<file path="config.mk">
export PLATFORM = sky130hd
export DESIGN_NAME = pmp_pic_device_flat
export DESIGN_NICKNAME = d
export VERILOG_FILES = /design/src/logic/pmp_pkg.sv /design/src/logic/pmp_io_if.sv /design/src/logic/pmp_pic_device.sv /design/src/flat_wrapper.sv
export SDC_FILE = /design/constraint.sdc
export NUM_CORES = 1
export LEC_CHECK = 0
export BUFFER_PORTS_ARGS = -buffer_cell sky130_fd_sc_hd__buf_4
export CAP_MARGIN = 20
export CORE_ASPECT_RATIO = 1.5
export CORE_UTILIZATION = 40
export DETAILED_ROUTE_END_ITERATION = 10
export SETUP_SLACK_MARGIN = 0.02
export SLEW_MARGIN = 40
export SYNTH_ARGS = -nofsm -noshare
export SYNTH_HDL_FRONTEND = slang
export SYNTH_SLANG_ARGS = --single-unit
</file>
<file path="constraint.sdc">
create_clock -name sys_clk -period 4.8 [get_ports sys_clk]
set_clock_uncertainty 0.15 [all_clocks]
set_input_delay 0 -clock sys_clk [delete_from_list [all_inputs] [get_ports sys_clk]]
set_output_delay 0 -clock sys_clk [all_outputs]
set_load 0.05 [all_outputs]
</file>
<file path="src/logic/pmp_pkg.sv">
// Shared constants and state types of the interrupt controller pair and its host
package pmp_pkg;

	// ----------------------------------------------------------------
	// I/O bus widths and addresses
	// ----------------------------------------------------------------
	localparam int        IO_AW         = 12;
	localparam int        IO_DW         = 8;
	localparam logic [11:0] ADDR_CMD_MST  = 12'h020;
	localparam logic [11:0] ADDR_DATA_MST = 12'h021;
	localparam logic [11:0] ADDR_CMD_SLV  = 12'h0a0;
	localparam logic [11:0] ADDR_DATA_SLV = 12'h0a1;
	localparam logic [11:0] ADDR_TRIG     = 12'h4d0;

	// ----------------------------------------------------------------
	// Command word fields
	// ----------------------------------------------------------------
	localparam int        BIT_RSVD      = 7;
	localparam int        BIT_SPEC_MASK = 6;
	localparam int        BIT_SPEC_WREN = 5;
	localparam int        SEL_HI        = 4;
	localparam int        SEL_LO        = 3;
	localparam int        BIT_POLL      = 2;
	localparam int        BIT_RD_CMD    = 1;
	localparam int        BIT_RD_INSVC  = 0;
	localparam logic [1:0] SEL_THIRD     = 2'h1;
	localparam logic [1:0] SEL_SECOND    = 2'h0;
	localparam logic [7:0] CMD_RESET     = 8'h22;

	// ----------------------------------------------------------------
	// Trigger select register
	// ----------------------------------------------------------------
	localparam int        TRIG_LSB      = 3;
	localparam logic [7:0] TRIG_RESET    = 8'h00;
	localparam logic [7:0] TRIG_RSVD     = 8'h07;

	// ----------------------------------------------------------------
	// Host register offsets and status layout
	// ----------------------------------------------------------------
	localparam logic [7:0] HR_IOADDR     = 8'h00;
	localparam logic [7:0] HR_WRITE      = 8'h04;
	localparam logic [7:0] HR_READ       = 8'h08;
	localparam logic [7:0] HR_STATUS     = 8'h0c;
	localparam logic [7:0] HR_CLEAR      = 8'h10;
	localparam logic [7:0] HR_ENABLE     = 8'h14;
	localparam logic [7:0] HR_CTRL       = 8'h18;
	localparam int        EV_WR_DONE    = 0;
	localparam int        EV_RD_DONE    = 1;

	// ----------------------------------------------------------------
	// State types
	// ----------------------------------------------------------------
	typedef struct packed {
		logic [1:0][7:0] cmdImg;
		logic [1:0]      pollPend;
		logic [4:0]      trigSel;
		logic [15:0]     reqLatch;
		logic [15:0]     linePrev;
		logic [7:0]      rdData;
	} pmp_dev_st_t;

	localparam pmp_dev_st_t DEV_ST_RESET = '{
		cmdImg:  {CMD_RESET, CMD_RESET},
		trigSel: TRIG_RESET[7:3],
		default: '0
	};

	typedef enum logic [1:0] {
		HS_IDLE  = 2'h0,
		HS_ISSUE = 2'h1,
		HS_CAPT  = 2'h3,
		HS_DONE  = 2'h2
	} pmp_hstate_t;

	typedef struct packed {
		pmp_hstate_t state;
		logic        isRead;
		logic        keepSel;
		logic [11:0] ioAddr;
		logic [7:0]  ioWrData;
		logic        ioWr;
		logic        ioRd;
		logic [7:0]  lastRd;
		logic [1:0]  status;
		logic [1:0]  enable;
		logic [31:0] regRdData;
	} pmp_host_st_t;

	localparam pmp_host_st_t HOST_ST_RESET = '{state: HS_IDLE, default: '0};

endpackage : pmp_pkg

</file>
<file path="src/logic/pmp_io_if.sv">
// I/O cycle interface between host processor end and controller pair
`timescale 1ns/100ps
interface pmp_io_if;
	logic [11:0] ioAddr;
	logic [7:0]  ioWrData;
	logic        ioWr;
	logic        ioRd;
	logic [7:0]  ioRdData;

	modport dev (
		input  ioAddr,
		input  ioWrData,
		input  ioWr,
		input  ioRd,
		output ioRdData
	);

	modport host (
		output ioAddr,
		output ioWrData,
		output ioWr,
		output ioRd,
		input  ioRdData
	);
endinterface : pmp_io_if

</file>
<file path="src/logic/pmp_pic_device.sv">
// Master and slave interrupt controller: status/mask/poll command and trigger select
`timescale 1ns/100ps
module pmp_pic_device (
	// Clock, reset, enable
	input  wire logic        sys_clk,
	input  wire logic        reset,
	input  wire logic        ce,
	// I/O bus
	pmp_io_if.dev            io,
	// Interrupt lines and latches of the priority core
	input  wire logic [15:0] irqIn,
	input  wire logic [15:0] maskIn,
	input  wire logic [15:0] inServiceIn,
	// Controller interrupt outputs
	output logic      [1:0]  intReq
);

	// ----------------------------------------------------------------
	// Helpers
	// ----------------------------------------------------------------
	function automatic logic [3:0] prioEnc(input logic [7:0] v);
		logic [3:0] r;
		r = 4'h0;
		for (int i = 7; i >= 0; i--) begin
			if (v[i]) begin
				r = {1'b1, 3'(i)};
			end
		end
		return r;
	endfunction : prioEnc

	function automatic logic [7:0] aboveMask(input logic [3:0] p);
		logic [7:0] m;
		m = 8'hff;
		if (p[3]) begin
			m = (8'h01 << p[2:0]) - 8'h01;
		end
		return m;
	endfunction : aboveMask

	function automatic logic [7:0] byteOf(input logic [15:0] v, input int c);
		logic [7:0] b;
		b = v[c*8 +: 8];
		return b;
	endfunction : byteOf

	function automatic logic isThird(input logic [7:0] w);
		logic hit;
		hit = (w[pmp_pkg::SEL_HI:pmp_pkg::SEL_LO] == pmp_pkg::SEL_THIRD);
		return hit;
	endfunction : isThird

	function automatic logic [7:0] pollWord(input logic [3:0] b);
		logic [7:0] w;
		w = {b[3], 4'h0, b[2:0]};
		return w;
	endfunction : pollWord

	function automatic logic reqNext(input logic lvl, input logic pin, input logic prev,
		input logic msk, input logic ack, input logic cur);
		logic r;
		r = cur;
		if (lvl) begin
			r = pin & ~msk;
		end else if (!pin) begin
			r = 1'b0;
		end else if (!prev && !msk) begin
			r = 1'b1;
		end else if (ack) begin
			r = 1'b0;
		end
		return r;
	endfunction : reqNext

	// ----------------------------------------------------------------
	// State
	// ----------------------------------------------------------------
	pmp_pkg::pmp_dev_st_t st_ff;
	pmp_pkg::pmp_dev_st_t nxt_st;

	logic [1:0]  cmdHit;
	logic [1:0]  dataHit;
	logic        trigHit;
	logic [7:0]  elig [2];
	logic [3:0]  best [2];
	logic [15:0] lineIn;
	logic [15:0] lvlSel;
	logic [1:0]  thirdWr;
	logic [1:0]  ctlRd;

	// ----------------------------------------------------------------
	// Address decode
	// ----------------------------------------------------------------
	assign cmdHit[0]  = (io.ioAddr == pmp_pkg::ADDR_CMD_MST);
	assign cmdHit[1]  = (io.ioAddr == pmp_pkg::ADDR_CMD_SLV);
	assign dataHit[0] = (io.ioAddr == pmp_pkg::ADDR_DATA_MST);
	assign dataHit[1] = (io.ioAddr == pmp_pkg::ADDR_DATA_SLV);
	assign trigHit    = (io.ioAddr == pmp_pkg::ADDR_TRIG);
	assign thirdWr[0] = io.ioWr && cmdHit[0] && isThird(io.ioWrData);
	assign thirdWr[1] = io.ioWr && cmdHit[1] && isThird(io.ioWrData);
	assign ctlRd[0]   = io.ioRd && (cmdHit[0] || dataHit[0]);
	assign ctlRd[1]   = io.ioRd && (cmdHit[1] || dataHit[1]);

	// ----------------------------------------------------------------
	// Priority and cascade
	// ----------------------------------------------------------------
	for (genvar c = 0; c < 2; c++) begin : g_ctl
		assign elig[c] = byteOf(st_ff.reqLatch, c) & ~byteOf(maskIn, c)
			& (st_ff.cmdImg[c][pmp_pkg::BIT_SPEC_MASK] ? 8'hff
			: aboveMask(prioEnc(byteOf(inServiceIn, c))));
		assign best[c]   = prioEnc(elig[c]);
		assign intReq[c] = best[c][3];
	end

	assign lineIn = {irqIn[15:3], irqIn[2] | intReq[1], irqIn[1:0]};
	assign lvlSel = {8'h00, st_ff.trigSel, 3'h0};

	// ----------------------------------------------------------------
	// Next state
	// ----------------------------------------------------------------
	always_comb begin
		logic [7:0]  cmd;
		logic [7:0]  wd;
		logic [15:0] ackClr;
		logic [3:0]  idx;
		cmd    = 8'h00;
		wd     = io.ioWrData;
		ackClr = 16'h0000;
		idx    = 4'h0;
		nxt_st = st_ff;
		nxt_st.rdData = 8'h00;

		for (int c = 0; c < 2; c++) begin
			cmd = st_ff.cmdImg[c];
			if (thirdWr[c]) begin
				if (wd[pmp_pkg::BIT_SPEC_WREN]) begin
					cmd[pmp_pkg::BIT_SPEC_MASK] = wd[pmp_pkg::BIT_SPEC_MASK];
				end
				cmd[pmp_pkg::BIT_SPEC_WREN] = wd[pmp_pkg::BIT_SPEC_WREN];
				nxt_st.pollPend[c] = wd[pmp_pkg::BIT_POLL];
				if (wd[pmp_pkg::BIT_RD_CMD]) begin
					cmd[pmp_pkg::BIT_RD_CMD:pmp_pkg::BIT_RD_INSVC]
						= wd[pmp_pkg::BIT_RD_CMD:pmp_pkg::BIT_RD_INSVC];
				end
			end
			// Select code 00 (rotate and end-of-interrupt) is ignored here; no logic handles it
			nxt_st.cmdImg[c] = cmd;

			if (ctlRd[c]) begin
				if (st_ff.pollPend[c]) begin
					// Poll read acts as acknowledge of the top request
					nxt_st.rdData      = pollWord(best[c]);
					nxt_st.pollPend[c] = 1'b0;
					idx                = {1'(c), best[c][2:0]};
					ackClr[idx]        = best[c][3];
				end else if (dataHit[c]) begin
					nxt_st.rdData = byteOf(maskIn, c);
				end else if (st_ff.cmdImg[c][pmp_pkg::BIT_RD_INSVC]) begin
					nxt_st.rdData = byteOf(inServiceIn, c);
				end else begin
					nxt_st.rdData = byteOf(st_ff.reqLatch, c);
				end
			end
		end

		if (io.ioWr && trigHit) begin
			nxt_st.trigSel = wd[7:pmp_pkg::TRIG_LSB];
		end
		if (io.ioRd && trigHit) begin
			nxt_st.rdData = {st_ff.trigSel, 3'h0};
		end

		for (int i = 0; i < 16; i++) begin
			nxt_st.reqLatch[i] = reqNext(lvlSel[i], lineIn[i], st_ff.linePrev[i], maskIn[i],
				ackClr[i], st_ff.reqLatch[i]);
		end
		nxt_st.linePrev = lineIn;
	end

	// ----------------------------------------------------------------
	// Registers
	// ----------------------------------------------------------------
	always_ff @(posedge sys_clk or posedge reset) begin
		if (reset) begin
			st_ff <= pmp_pkg::DEV_ST_RESET;
		end else if (ce) begin
			st_ff <= nxt_st;
		end
	end

	assign io.ioRdData = st_ff.rdData;

endmodule : pmp_pic_device

</file>
<file path="src/flat_wrapper.sv">
// flat-port wrapper written by rule: the top's interface ports become plain ports
module pmp_pic_device_flat 
  (sys_clk, reset, ce, irqIn, maskIn, inServiceIn, intReq, io_ioAddr, io_ioWrData, io_ioWr, io_ioRd, io_ioRdData);
  pmp_io_if io_i ();
  input  wire logic sys_clk;
  input  wire logic reset;
  input  wire logic ce;
  input  wire logic [15:0] irqIn;
  input  wire logic [15:0] maskIn;
  input  wire logic [15:0] inServiceIn;
  output logic      [1:0] intReq;
  input wire logic [$bits(io_i.ioAddr)-1:0] io_ioAddr;
  input wire logic [$bits(io_i.ioWrData)-1:0] io_ioWrData;
  input wire logic [$bits(io_i.ioWr)-1:0] io_ioWr;
  input wire logic [$bits(io_i.ioRd)-1:0] io_ioRd;
  output wire logic [$bits(io_i.ioRdData)-1:0] io_ioRdData;
  assign io_i.ioAddr = io_ioAddr;
  assign io_i.ioWrData = io_ioWrData;
  assign io_i.ioWr = io_ioWr;
  assign io_i.ioRd = io_ioRd;
  assign io_ioRdData = io_i.ioRdData;
  pmp_pic_device u_core (.sys_clk(sys_clk), .reset(reset), .ce(ce), .io(io_i), .irqIn(irqIn), .maskIn(maskIn), .inServiceIn(inServiceIn), .intReq(intReq));
endmodule
</file>
==> results of run 1 <==
[path summary, 6_finish.rpt]
path	start	endpoint	slack [ns]	cells after the start
max	inServiceIn[13]	u_core.st_ff[26]$_DFFE_PP0P_	1.77	11
min	maskIn[1]	u_core.st_ff[25]$_DFFE_PP0P_	0.03	4
max reg2reg	u_core.st_ff[61]$_DFFE_PP0P_	u_core.st_ff[26]$_DFFE_PP0P_	1.94	7
min reg2reg	u_core.st_ff[20]$_DFFE_PP0P_	u_core.st_ff[20]$_DFFE_PP0P_	0.36	1
max in group asynchronous	reset	u_core.st_ff[17]$_DFFE_PP0P_	3.84	3
min in group asynchronous	reset	u_core.st_ff[34]$_DFFE_PP0P_	0.21	3
[metal layers]
| metal | up-vias | routed length (um) | track usage [%] |
|---|---|---|---|
| met5 | - | 0 | 0 |
| met1 | 1850 | 4910 | 30.3 |
| met3 | 22 | 382 | 2.41 |
| met2 | 109 | 6710 | 48.6 |
| met4 | 0 | 471 | 12.1 |
| li1 | 1833 | - | - |
[cell usage in the layout, fill, tap and decap left out, types with 3 or more instances in the layout]
| cell type | n |
|---|---|
| a211oi_1 | 8 |
| a21oi_1 | 16 |
| a31oi_1 | 4 |
| a41oi_1 | 5 |
| and3_1 | 4 |
| and3b_1 | 3 |
| and4_1 | 4 |
| and4b_1 | 3 |
| buf_4 | 82 |
| clkbuf_16 | 5 |
| dfrtp_1 | 51 |
| dlygate4sd3_1 | 40 |
| inv_1 | 22 |
| mux2_2 | 22 |
| mux2i_1 | 15 |
| nand2_1 | 42 |
| nand2b_1 | 11 |
| nand3_1 | 10 |
| nand3b_1 | 3 |
| nand4_1 | 5 |
| nand4b_1 | 3 |
| nor2_1 | 37 |
| nor2b_1 | 13 |
| nor3_1 | 10 |
| nor3b_1 | 3 |
| nor4_1 | 3 |
| o211ai_1 | 14 |
| o21ai_0 | 25 |
| o22ai_1 | 7 |
| o2bb2ai_1 | 3 |
| o31ai_1 | 3 |
| or2_2 | 3 |
| or4_1 | 3 |
[cell type report]
type / instances / area share, %
inverter: 23 / 1.79
timing repair buffer: 122 / 20.5
tap: 112 / 2.83
clock buffer: 5 / 2.53
clock inverter: 3 / 0.480
multi-input combinational: 336 / 46.1
sequential: 51 / 25.8
[logic make-up after synthesis]
kind of cell	after synthesis	synth area share (%)
AND/OR/NAND/NOR	172	25.3
flip-flops	51	33.8
AO/OA/AOI/OAI	122	23.1
multiplexers	39	11.1
XOR/XNOR	1	0.232
buffers and inverters	50	5.86
adder cells (fa/ha/maj)	2	0.662
[Yosys cell counts (all sizes together) (5+ instances only)]
| cell | n | area, um^2 |
|---|---|---|
| nor4 | 5 | 52.6 |
| a21oi | 16 | 80.1 |
| a211oi | 8 | 60.1 |
| clkbuf | 14 | 52.6 |
| nand3 | 10 | 50.1 |
| nand2 | 42 | 158 |
| o22ai | 7 | 43.8 |
| nor2b | 13 | 81.3 |
| inv | 23 | 86.3 |
| dfrtp | 51 | 1280 |
| mux2 | 24 | 270 |
| nor3 | 10 | 50.1 |
| buf | 13 | 82.6 |
| nand2b | 11 | 68.8 |
| nand4 | 5 | 31.3 |
| o21ai | 28 | 151 |
| a41oi | 5 | 43.8 |
| o211ai | 14 | 105 |
| mux2i | 15 | 150 |
| nor2 | 37 | 139 |
[registers in the layout (all words and copies together), names as in the netlist]
register	cells
u_core.io.ioRdData	8
u_core.lvlSel	5
u_core.st_ff	38
[power groups by stage]
| stage | logic, mW | clock network, mW | registers, mW |
|---|---|---|---|
| after floorplan | 0.169 | 0 | 0.492 |
| after global placement | 0.273 | 0 | 0.502 |
| after detailed placement | 0.276 | 0 | 0.502 |
| after CTS | 0.303 | 0.381 | 0.494 |
| after global routing | 0.330 | 0.399 | 0.499 |
| final | 0.303 | 0.371 | 0.495 |
[critical path: stages]
cell and delay (ns):
buf_4 0.14, nor4_2 0.53, a21oi_1 0.14, ha_1 0.28, xnor2_1 0.26, a22oi_1 0.12, a211oi_1 0.52, nand2_1 0.22
o211ai_1 0.20, dlygate4sd3_1 0.57, o311ai_1 0.08
[repair_timing]
| item | in CTS | in global routing |
|---|---|---|
| hold endpoints to repair | 92 | 0 |
| setup buffers | 0 | 0 |
| hold buffers | 40 | 0 |
[stage by stage]
| stage | cells | setup WS (ns) | utilization (%) | power (mW) | hold slack (ns) |
|---|---|---|---|---|---|
| after floorplan | 437 | 1.97 | - | 0.662 | -0.0660 |
| after global placement | 604 | 1.84 | 47.8 | 0.775 | 0.0472 |
| after detailed placement | 604 | 1.78 | 47.9 | 0.778 | -0.00448 |
| after CTS | 652 | 1.79 | 53.8 | 1.18 | 0.0346 |
| after global routing | 652 | 1.45 | 53.8 | 1.23 | 0.0702 |
| final | 652 | 1.77 | 53.8 | 1.17 | 0.0325 |
==> flow_summary_export.csv, run 1 <==
group,metric,value,unit
finish,fillers,878,
worst_setup_path,crit_path_start_kind,"input port",
worst_setup_path,crit_required,4.82,ns
power,swShare,31.0,%
global_route,grt_pass1_wl,19400,um
clocking,clkLatencyLatePin,0.30,ns
logic_synthesis,synthFlopType,"dfrtp_1",
power,ir_worst_vdd,0.000161,V
timing,worst_slew_pin_slew,0.809,ns
floorplan,rows,43,
placement,place_congestion,0.932,
worst_setup_path,critical_path_class,"input port to flip-flop",
floorplan,fp.dieW,81.4,um
global_route,track_usage,26.7,%
power,p_int,0.806,mW
routing,drtPass1Iterations,4,
timing,relSlewSlack,46.0,%
clocking,clockBufferDepth,2,
finish,nets,614,
timing,rsz0062_at_grt,"false",
logic_synthesis,yosysWarnings,0,
floorplan,start_util,41.1,%
timing,maxSlewViolCount,0,
clocking,cts-resized-gates,0,
logic_synthesis,synthCells,437,
clocking,cts_sinks,51,
timing,hold_violations,0,
placement,portBuffers,82,
worst_setup_path,crit_fanout,7,
finish,post-route-cell-area,4950,um^2
logic_synthesis,ys_seq_area_share,33.8,%
routing,vias,3814,
routing,drc,0,
logic_synthesis,ys_ff_latch,51,
logic_synthesis,syn-cell-area,3780,um^2
finish,drive_above_1_share,24.1,%
logic_synthesis,syn_avg_cell_area,8.65,um^2
power,power.leakage,2.12,nW
timing,finalSetupTns,0,ns
timing,setup_viol,0,
power,pwr-share-seq,42.4,%
global_route,antenna_found_initial,0,
global_route,grt_max_degree,57,
logic_synthesis,synth_cell_types,74,
floorplan,die-area,9850,um^2
clocking,tritoncts,"built",
clocking,htreeDepth,2,
timing,clock.fmax,330,MHz
finish,seqCellArea,1280,um^2
routing,via_per_inst,5.85,
floorplan,core_area,9200,um^2
power,power_frac_comb,25.9,%
routing,drt_iter0_markers,165,
timing,fin_crit,3.03,ns
power,power_density,236,nW/um^2
routing,wl_per_cell,19.1,um
status,outcome,"complete, no violations",
flow_run,drv_cap,0,
routing,wl,12500,um
floorplan,io_pins,83,
clocking,cts-root-buf,"clkbuf_16",
power,clkPwrFrac,31.7,%
routing,ant_nets,0,
logic_synthesis,synthArstFlopShare,100,%
placement,place_area,4400,um^2
placement,dp_hpwl,9540,um
finish,multi_input_area,2280,um^2
finish,n_antenna_cell,0,
floorplan,dieHeight,121,um
worst_setup_path,worst-endpoint-arrival,3.05,ns
hold_path,min_path_type,"input port to flip-flop",
finish,area.growth.synth_to_final,31.0,%
worst_setup_path,worstSetupEndpointType,"flip-flop",
clocking,clkTransAtPathRegs,0.07,ns
clocking,numCtsBuffers,5,
timing,fin_crit_sh,63.2,%
global_route,grt_pass1_vias,3732,
global_route,grt_overflow,0,
power,power.switching,0.363,mW
logic_synthesis,syn-num-nets,512,
logic_synthesis,synth_edf_count,0,
(Power assumes the default switching activity.)
==> run 2, diff against run 1 <==
==> constraint.sdc (replaced) <==
create_clock -name sys_clk -period 3.2 [get_ports sys_clk]
set_clock_uncertainty 0.15 [all_clocks]
set_input_delay 0 -clock sys_clk [delete_from_list [all_inputs] [get_ports sys_clk]]
set_output_delay 0 -clock sys_clk [all_outputs]
set_load 0.05 [all_outputs]
==> run 2 against run 1 <==
Effect of this change: setup slack worse by 1.2 ns; clock power up 69%; final area up 1.8%; largest power group unchanged.
==> flow_summary_export.csv, run 2 (synthesis results as in run 1) <==
group,metric,value,unit
clocking,numCtsBuffers,5,
worst_setup_path,crit_required,3.23,ns
timing,worst_slew_pin_slew,0.651,ns
finish,regMostFlops,"u_core.st_ff",
routing,drtPass1Iterations,4,
floorplan,fp.dieW,81.4,um
clocking,tritoncts,"built",
finish,nets,623,
worst_setup_path,cp_top_family,"simple AND/OR/NAND/NOR gates",
timing,maxSlewViolCount,0,
hold_path,min_path_type,"input port to flip-flop",
placement,place_congestion,0.957,
floorplan,rows,43,
timing,fin_crit_sh,81.2,%
worst_setup_path,slowest_delay,0.53,ns
global_route,grt_overflow,0,
placement,portBuffers,82,
floorplan,io_pins,83,
clocking,clkTransAtPathRegs,0.07,ns
placement,place_area,4460,um^2
global_route,grt_pass1_wl,19700,um
power,power_density,364,nW/um^2
worst_setup_path,crit_path_start_kind,"input port",
worst_setup_path,worstSetupEndpointType,"flip-flop",
clocking,htreeDepth,2,
placement,dp_hpwl,9660,um
worst_setup_path,cp_cell_sequence,"buf_4 -> or4_1 -> nor4_1 -> nor2_1 -> ha_1 -> o21ai_0 -> o21ai_4 -> or2_2 -> nor4_1 -> buf_4 -> o211ai_1",
floorplan,core_area,9200,um^2
worst_setup_path,worstSetupStartpoint,"inServiceIn[5]",
floorplan,start_util,41.1,%
timing,hold_violations,0,
worst_setup_path,worst-endpoint-arrival,2.63,ns
timing,clock.fmax,385,MHz
clocking,clockBufferDepth,2,
flow_run,drv_cap,0,
timing,setup_viol,0,
routing,via_per_inst,5.80,
finish,fillers,863,
finish,drive_above_1_share,25.0,%
worst_setup_path,crit_fanout,5,
finish,n_antenna_cell,0,
global_route,grt_max_degree,52,
worst_setup_path,slowest_stage,"or4_1",
clocking,cts-root-buf,"clkbuf_16",
timing,finalSetupTns,0,ns
clocking,cts_sinks,51,
finish,post-route-cell-area,5040,um^2
routing,vias,3835,
floorplan,dieHeight,121,um
worst_setup_path,critPathCapture,"u_core.st_ff[27]$_DFFE_PP0P_",
timing,relSlewSlack,56.6,%
worst_setup_path,crit_cells,11,
power,ir_worst_vdd,0.000233,V
worst_setup_path,reg2reg_to,"u_core.st_ff[27]$_DFFE_PP0P_",
worst_setup_path,worstReg2RegStart,"u_core.st_ff[53]$_DFFE_PP0P_",
floorplan,die-area,9850,um^2
routing,drc,0,
routing,drt_iter0_markers,197,
global_route,track_usage,27.0,%
finish,largest_reg_flops,38,
worst_setup_path,critical_path_class,"input port to flip-flop",
worst_setup_path,critPathBufInv,2,
finish,layout_commonest_cell,"buf_4",
finish,final_cell_mix,"buf_4 (90), dfrtp_1 (51), nand2_1 (42)",
clocking,clkLatencyLatePin,0.30,ns
global_route,antenna_found_initial,0,
timing,rsz0062_at_grt,"false",
timing,fin_crit,2.60,ns
worst_setup_path,reg2reg_setup_slack,0.62,ns
routing,ant_nets,0,
routing,wl_per_cell,18.9,um
worst_setup_path,reg2regPathDepth,8,
status,outcome,"complete, no violations",
finish,area.growth.synth_to_final,33.4,%
routing,wl,12500,um
power,power.leakage,2.18,nW
global_route,grt_pass1_vias,3861,
run 2: timing repair:
| item | in CTS | in global routing |
|---|---|---|
| buffers inserted | 0 | 0 |
| hold buffers | 41 | 0 |
| gates resized for setup | 0 | 0 |
| hold endpoints to repair | 93 | 0 |
run 2: worst min-delay path by stage:
stage                     startpoint                           endpoint  slack [ns]  cells after the start
after floorplan            maskIn[8]       u_core.st_ff[32]$_DFFE_PP0P_       -0.07                      1
after global placement     maskIn[8]       u_core.st_ff[32]$_DFFE_PP0P_        0.05                      2
after detailed placement       reset       u_core.st_ff[35]$_DFFE_PP0P_      -0.005                      2
after CTS                  maskIn[6]  u_core.io.ioRdData[6]$_DFFE_PP0P_        0.03                      3
after global routing       maskIn[6]       u_core.st_ff[30]$_DFFE_PP0P_        0.05                      3
final                      maskIn[6]  u_core.io.ioRdData[6]$_DFFE_PP0P_        0.03                      3
run 2: area by class of cell:
type	instances	area (um^2)	area share, %
Clock buffer	6	129	2.56
Timing Repair Buffer	131	1090	21.5
Multi-Input combinational cell	336	2280	45.3
Tap cell	112	140	2.78
Inverter	23	88.8	1.76
Sequential cell	51	1280	25.3
Clock inverter	2	38.8	0.769
run 2: report_power, final:
group          total [mW]  switching [mW]  internal [mW]
Combinational       0.464           0.241          0.223
Sequential          0.743          0.0448          0.698
Clock               0.627           0.254          0.373
run 2: tightest hold or removal path, delay by kind of cell:
family / cells / cell delay (ns)
compound gates: 2 / 0.30
buf+inv: 1 / 0.13
run 2: per-layer routing:
| metal | GRT usage (%) | vias to the layer above | share of wire (%) |
|---|---|---|---|
| li1 | - | 1846 | - |
| met1 | 30.5 | 1868 | 39 |
| met2 | 49.5 | 95 | 54 |
| met3 | 2.11 | 26 | 2.6 |
| met4 | 12.7 | 0 | 4.0 |
| met5 | 0 | - | 0 |
run 2: stage by stage:
step	power (mW)	instances	util, %	setup WS (ns)	hold slack, ns
floorplan	0.992	437	-	0.374	-0.0660
global placement	1.17	612	48.5	0.290	0.0523
detailed placement	1.18	612	48.5	0.284	-0.00501
CTS	1.84	661	54.8	0.596	0.0293
global route	1.92	661	54.8	0.379	0.0543
finish	1.83	661	54.8	0.603	0.0296
==> run 3, diff against run 2 <==
==> constraint.sdc (replaced) <==
create_clock -name sys_clk -period 2.6 [get_ports sys_clk]
set_clock_uncertainty 0.15 [all_clocks]
set_input_delay 0 -clock sys_clk [delete_from_list [all_inputs] [get_ports sys_clk]]
set_output_delay 0 -clock sys_clk [all_outputs]
set_load 0.05 [all_outputs]
==> run 3 against run 2 <==
Effect of this change: cell count grew 2.7%; core utilization grew 1.6 points; critical path depth shrank 3; non-clock buffer count grew 18; largest cell class unchanged; hold slack gained 0.0022 ns; sequential power grew 23%; via count grew 2.1%; critical endpoint unchanged.
==> flow_summary_export.csv, run 3 (synthesis results as in run 1) <==
group,metric,value,unit
status,outcome,"complete, no violations",
clocking,clkLatencyLatePin,0.30,ns
clocking,cts_sinks,51,
routing,vias,3917,
finish,fillers,861,
global_route,grt_max_degree,35,
floorplan,start_util,41.1,%
floorplan,rows,43,
power,power_density,428,nW/um^2
finish,post-route-cell-area,5190,um^2
clocking,clkTransAtPathRegs,0.08,ns
hold_path,whs_path_depth,4,
power,power.leakage,2.27,nW
timing,rsz0062_at_grt,"true",
finish,multi_input_area,2310,um^2
finish,nets,641,
global_route,grt_pass1_vias,3932,
hold_path,whs_endpoint,"u_core.st_ff[25]$_DFFE_PP0P_",
worst_setup_path,reg2reg_to,"u_core.st_ff[27]$_DFFE_PP0P_",
clocking,clockBufferDepth,2,
floorplan,die-area,9850,um^2
hold_path,min_path_type,"input port to flip-flop",
power,ir_worst_vdd,0.000302,V
timing,fin_crit,2.46,ns
worst_setup_path,worstSetupEndpointType,"flip-flop",
clocking,cts-root-buf,"clkbuf_16",
finish,final_cell_mix,"buf_4 (108), dfrtp_1 (51), nand2_1 (41), dlygate4sd3_1 (41), nor2_1 (37)",
routing,drt_iter0_markers,140,
routing,ant_nets,0,
routing,drc,0,
worst_setup_path,critical_path_class,"flip-flop to flip-flop",
floorplan,core_area,9200,um^2
clocking,htreeDepth,2,
routing,wl,12700,um
timing,finalSetupTns,0,ns
finish,area.growth.synth_to_final,37.3,%
finish,drive_above_1_share,28.6,%
timing,setup_viol,0,
clocking,numCtsBuffers,5,
timing,maxSlewViolCount,0,
floorplan,fp.dieW,81.4,um
finish,largest_reg_flops,38,
routing,drtPass1Iterations,4,
clocking,tritoncts,"built",
worst_setup_path,reg2regPathDepth,8,
finish,layout_commonest_cell,"buf_4",
worst_setup_path,crit_required,2.64,ns
timing,fin_ws,0.140,ns
timing,hold-worst-slack,0.0318,ns
routing,via_per_inst,5.77,
global_route,grt_overflow,0,
finish,n_antenna_cell,0,
finish,seqCellArea,1280,um^2
placement,place_congestion,0.915,
placement,dp_slack,-0.155,ns
placement,place_area,4610,um^2
global_route,track_usage,27.3,%
worst_setup_path,reg2reg_setup_slack,0.14,ns
power,power,2.22,mW
flow_run,drv_cap,0,
worst_setup_path,crit_path_start_kind,"flip-flop",
global_route,antenna_found_initial,0,
floorplan,io_pins,83,
placement,portBuffers,82,
finish,regMostFlops,"u_core.st_ff",
timing,relSlewSlack,58.6,%
timing,clock.fmax,407,MHz
routing,wl_per_cell,18.7,um
timing,hold_violations,0,
placement,dp_hpwl,9950,um
timing,worst_slew_pin_slew,0.621,ns
worst_setup_path,worstReg2RegStart,"u_core.st_ff[53]$_DFFE_PP0P_",
timing,fin_crit_sh,94.6,%
worst_setup_path,crit_fanout,6,
hold_path,min-delay-start,"maskIn[1]",
floorplan,dieHeight,121,um
worst_setup_path,worst-endpoint-arrival,2.50,ns
global_route,grt_pass1_wl,19800,um
run 3: worst max path at each step:
stage / start / slack, ns / to / cells past startpoint
4_1_cts: u_core.st_ff[53]$_DFFE_PP0P_ / 0.04 / u_core.st_ff[27]$_DFFE_PP0P_ / 8
6_report: u_core.st_ff[53]$_DFFE_PP0P_ / 0.14 / u_core.st_ff[27]$_DFFE_PP0P_ / 8
3_3_place_gp: inServiceIn[5] / -0.19 / u_core.st_ff[27]$_DFFE_PP0P_ / 12
5_1_grt: inServiceIn[5] / 0.01 / u_core.st_ff[30]$_DFFE_PP0P_ / 11
3_5_place_dp: inServiceIn[5] / -0.16 / u_core.st_ff[31]$_DFFE_PP0P_ / 11
2_1_floorplan: inServiceIn[5] / -0.04 / u_core.st_ff[30]$_DFFE_PP0P_ / 11
run 3: final cells by class:
cell class	instances	area share [%]
Tap cell	112	2.70
Multi-Input combinational cell	336	44.6
Timing Repair Buffer	149	23.5
Sequential cell	51	24.6
Clock inverter	3	0.530
Inverter	23	1.66
Clock buffer	5	2.41
run 3: layer usage:
layer / up-vias / global-route usage (%) / share of wire, %
met5: - / 0 / 0
met3: 35 / 2.56 / 2.9
li1: 1885 / - / -
met4: 0 / 15.2 / 4.6
met2: 101 / 50.2 / 54
met1: 1896 / 29.6 / 38
run 3: where the power goes:
| group | switching [mW] | internal, mW |
|---|---|---|
| Sequential | 0.0547 | 0.859 |
| Combinational | 0.301 | 0.297 |
| Clock | 0.341 | 0.367 |
run 3: what timing repair did:
| action | in CTS | in global routing |
|---|---|---|
| hold buffers | 41 | 0 |
| resized for setup | 0 | 1 |
| hold endpoints to repair | 67 | 0 |
| buffers inserted | 0 | 1 |
| setup endpoints to repair | 0 | 4 |
run 3: stage by stage:
step           instances  util (%)
3_5_place_dp         629      50.1
2_1_floorplan        437         -
6_report             679      56.4
5_1_grt              679      56.4
4_1_cts              678      56.3
3_3_place_gp         629      50.1
run 3: critical path, cell delays in order, from the launching register on:
cell	delay [ns]
dfrtp_1	0.47
inv_1	0.25
a21o_1	0.18
a21boi_0	0.08
o221a_2	0.28
or2_2	0.31
nor4_2	0.37
buf_4	0.17
o211ai_1	0.08
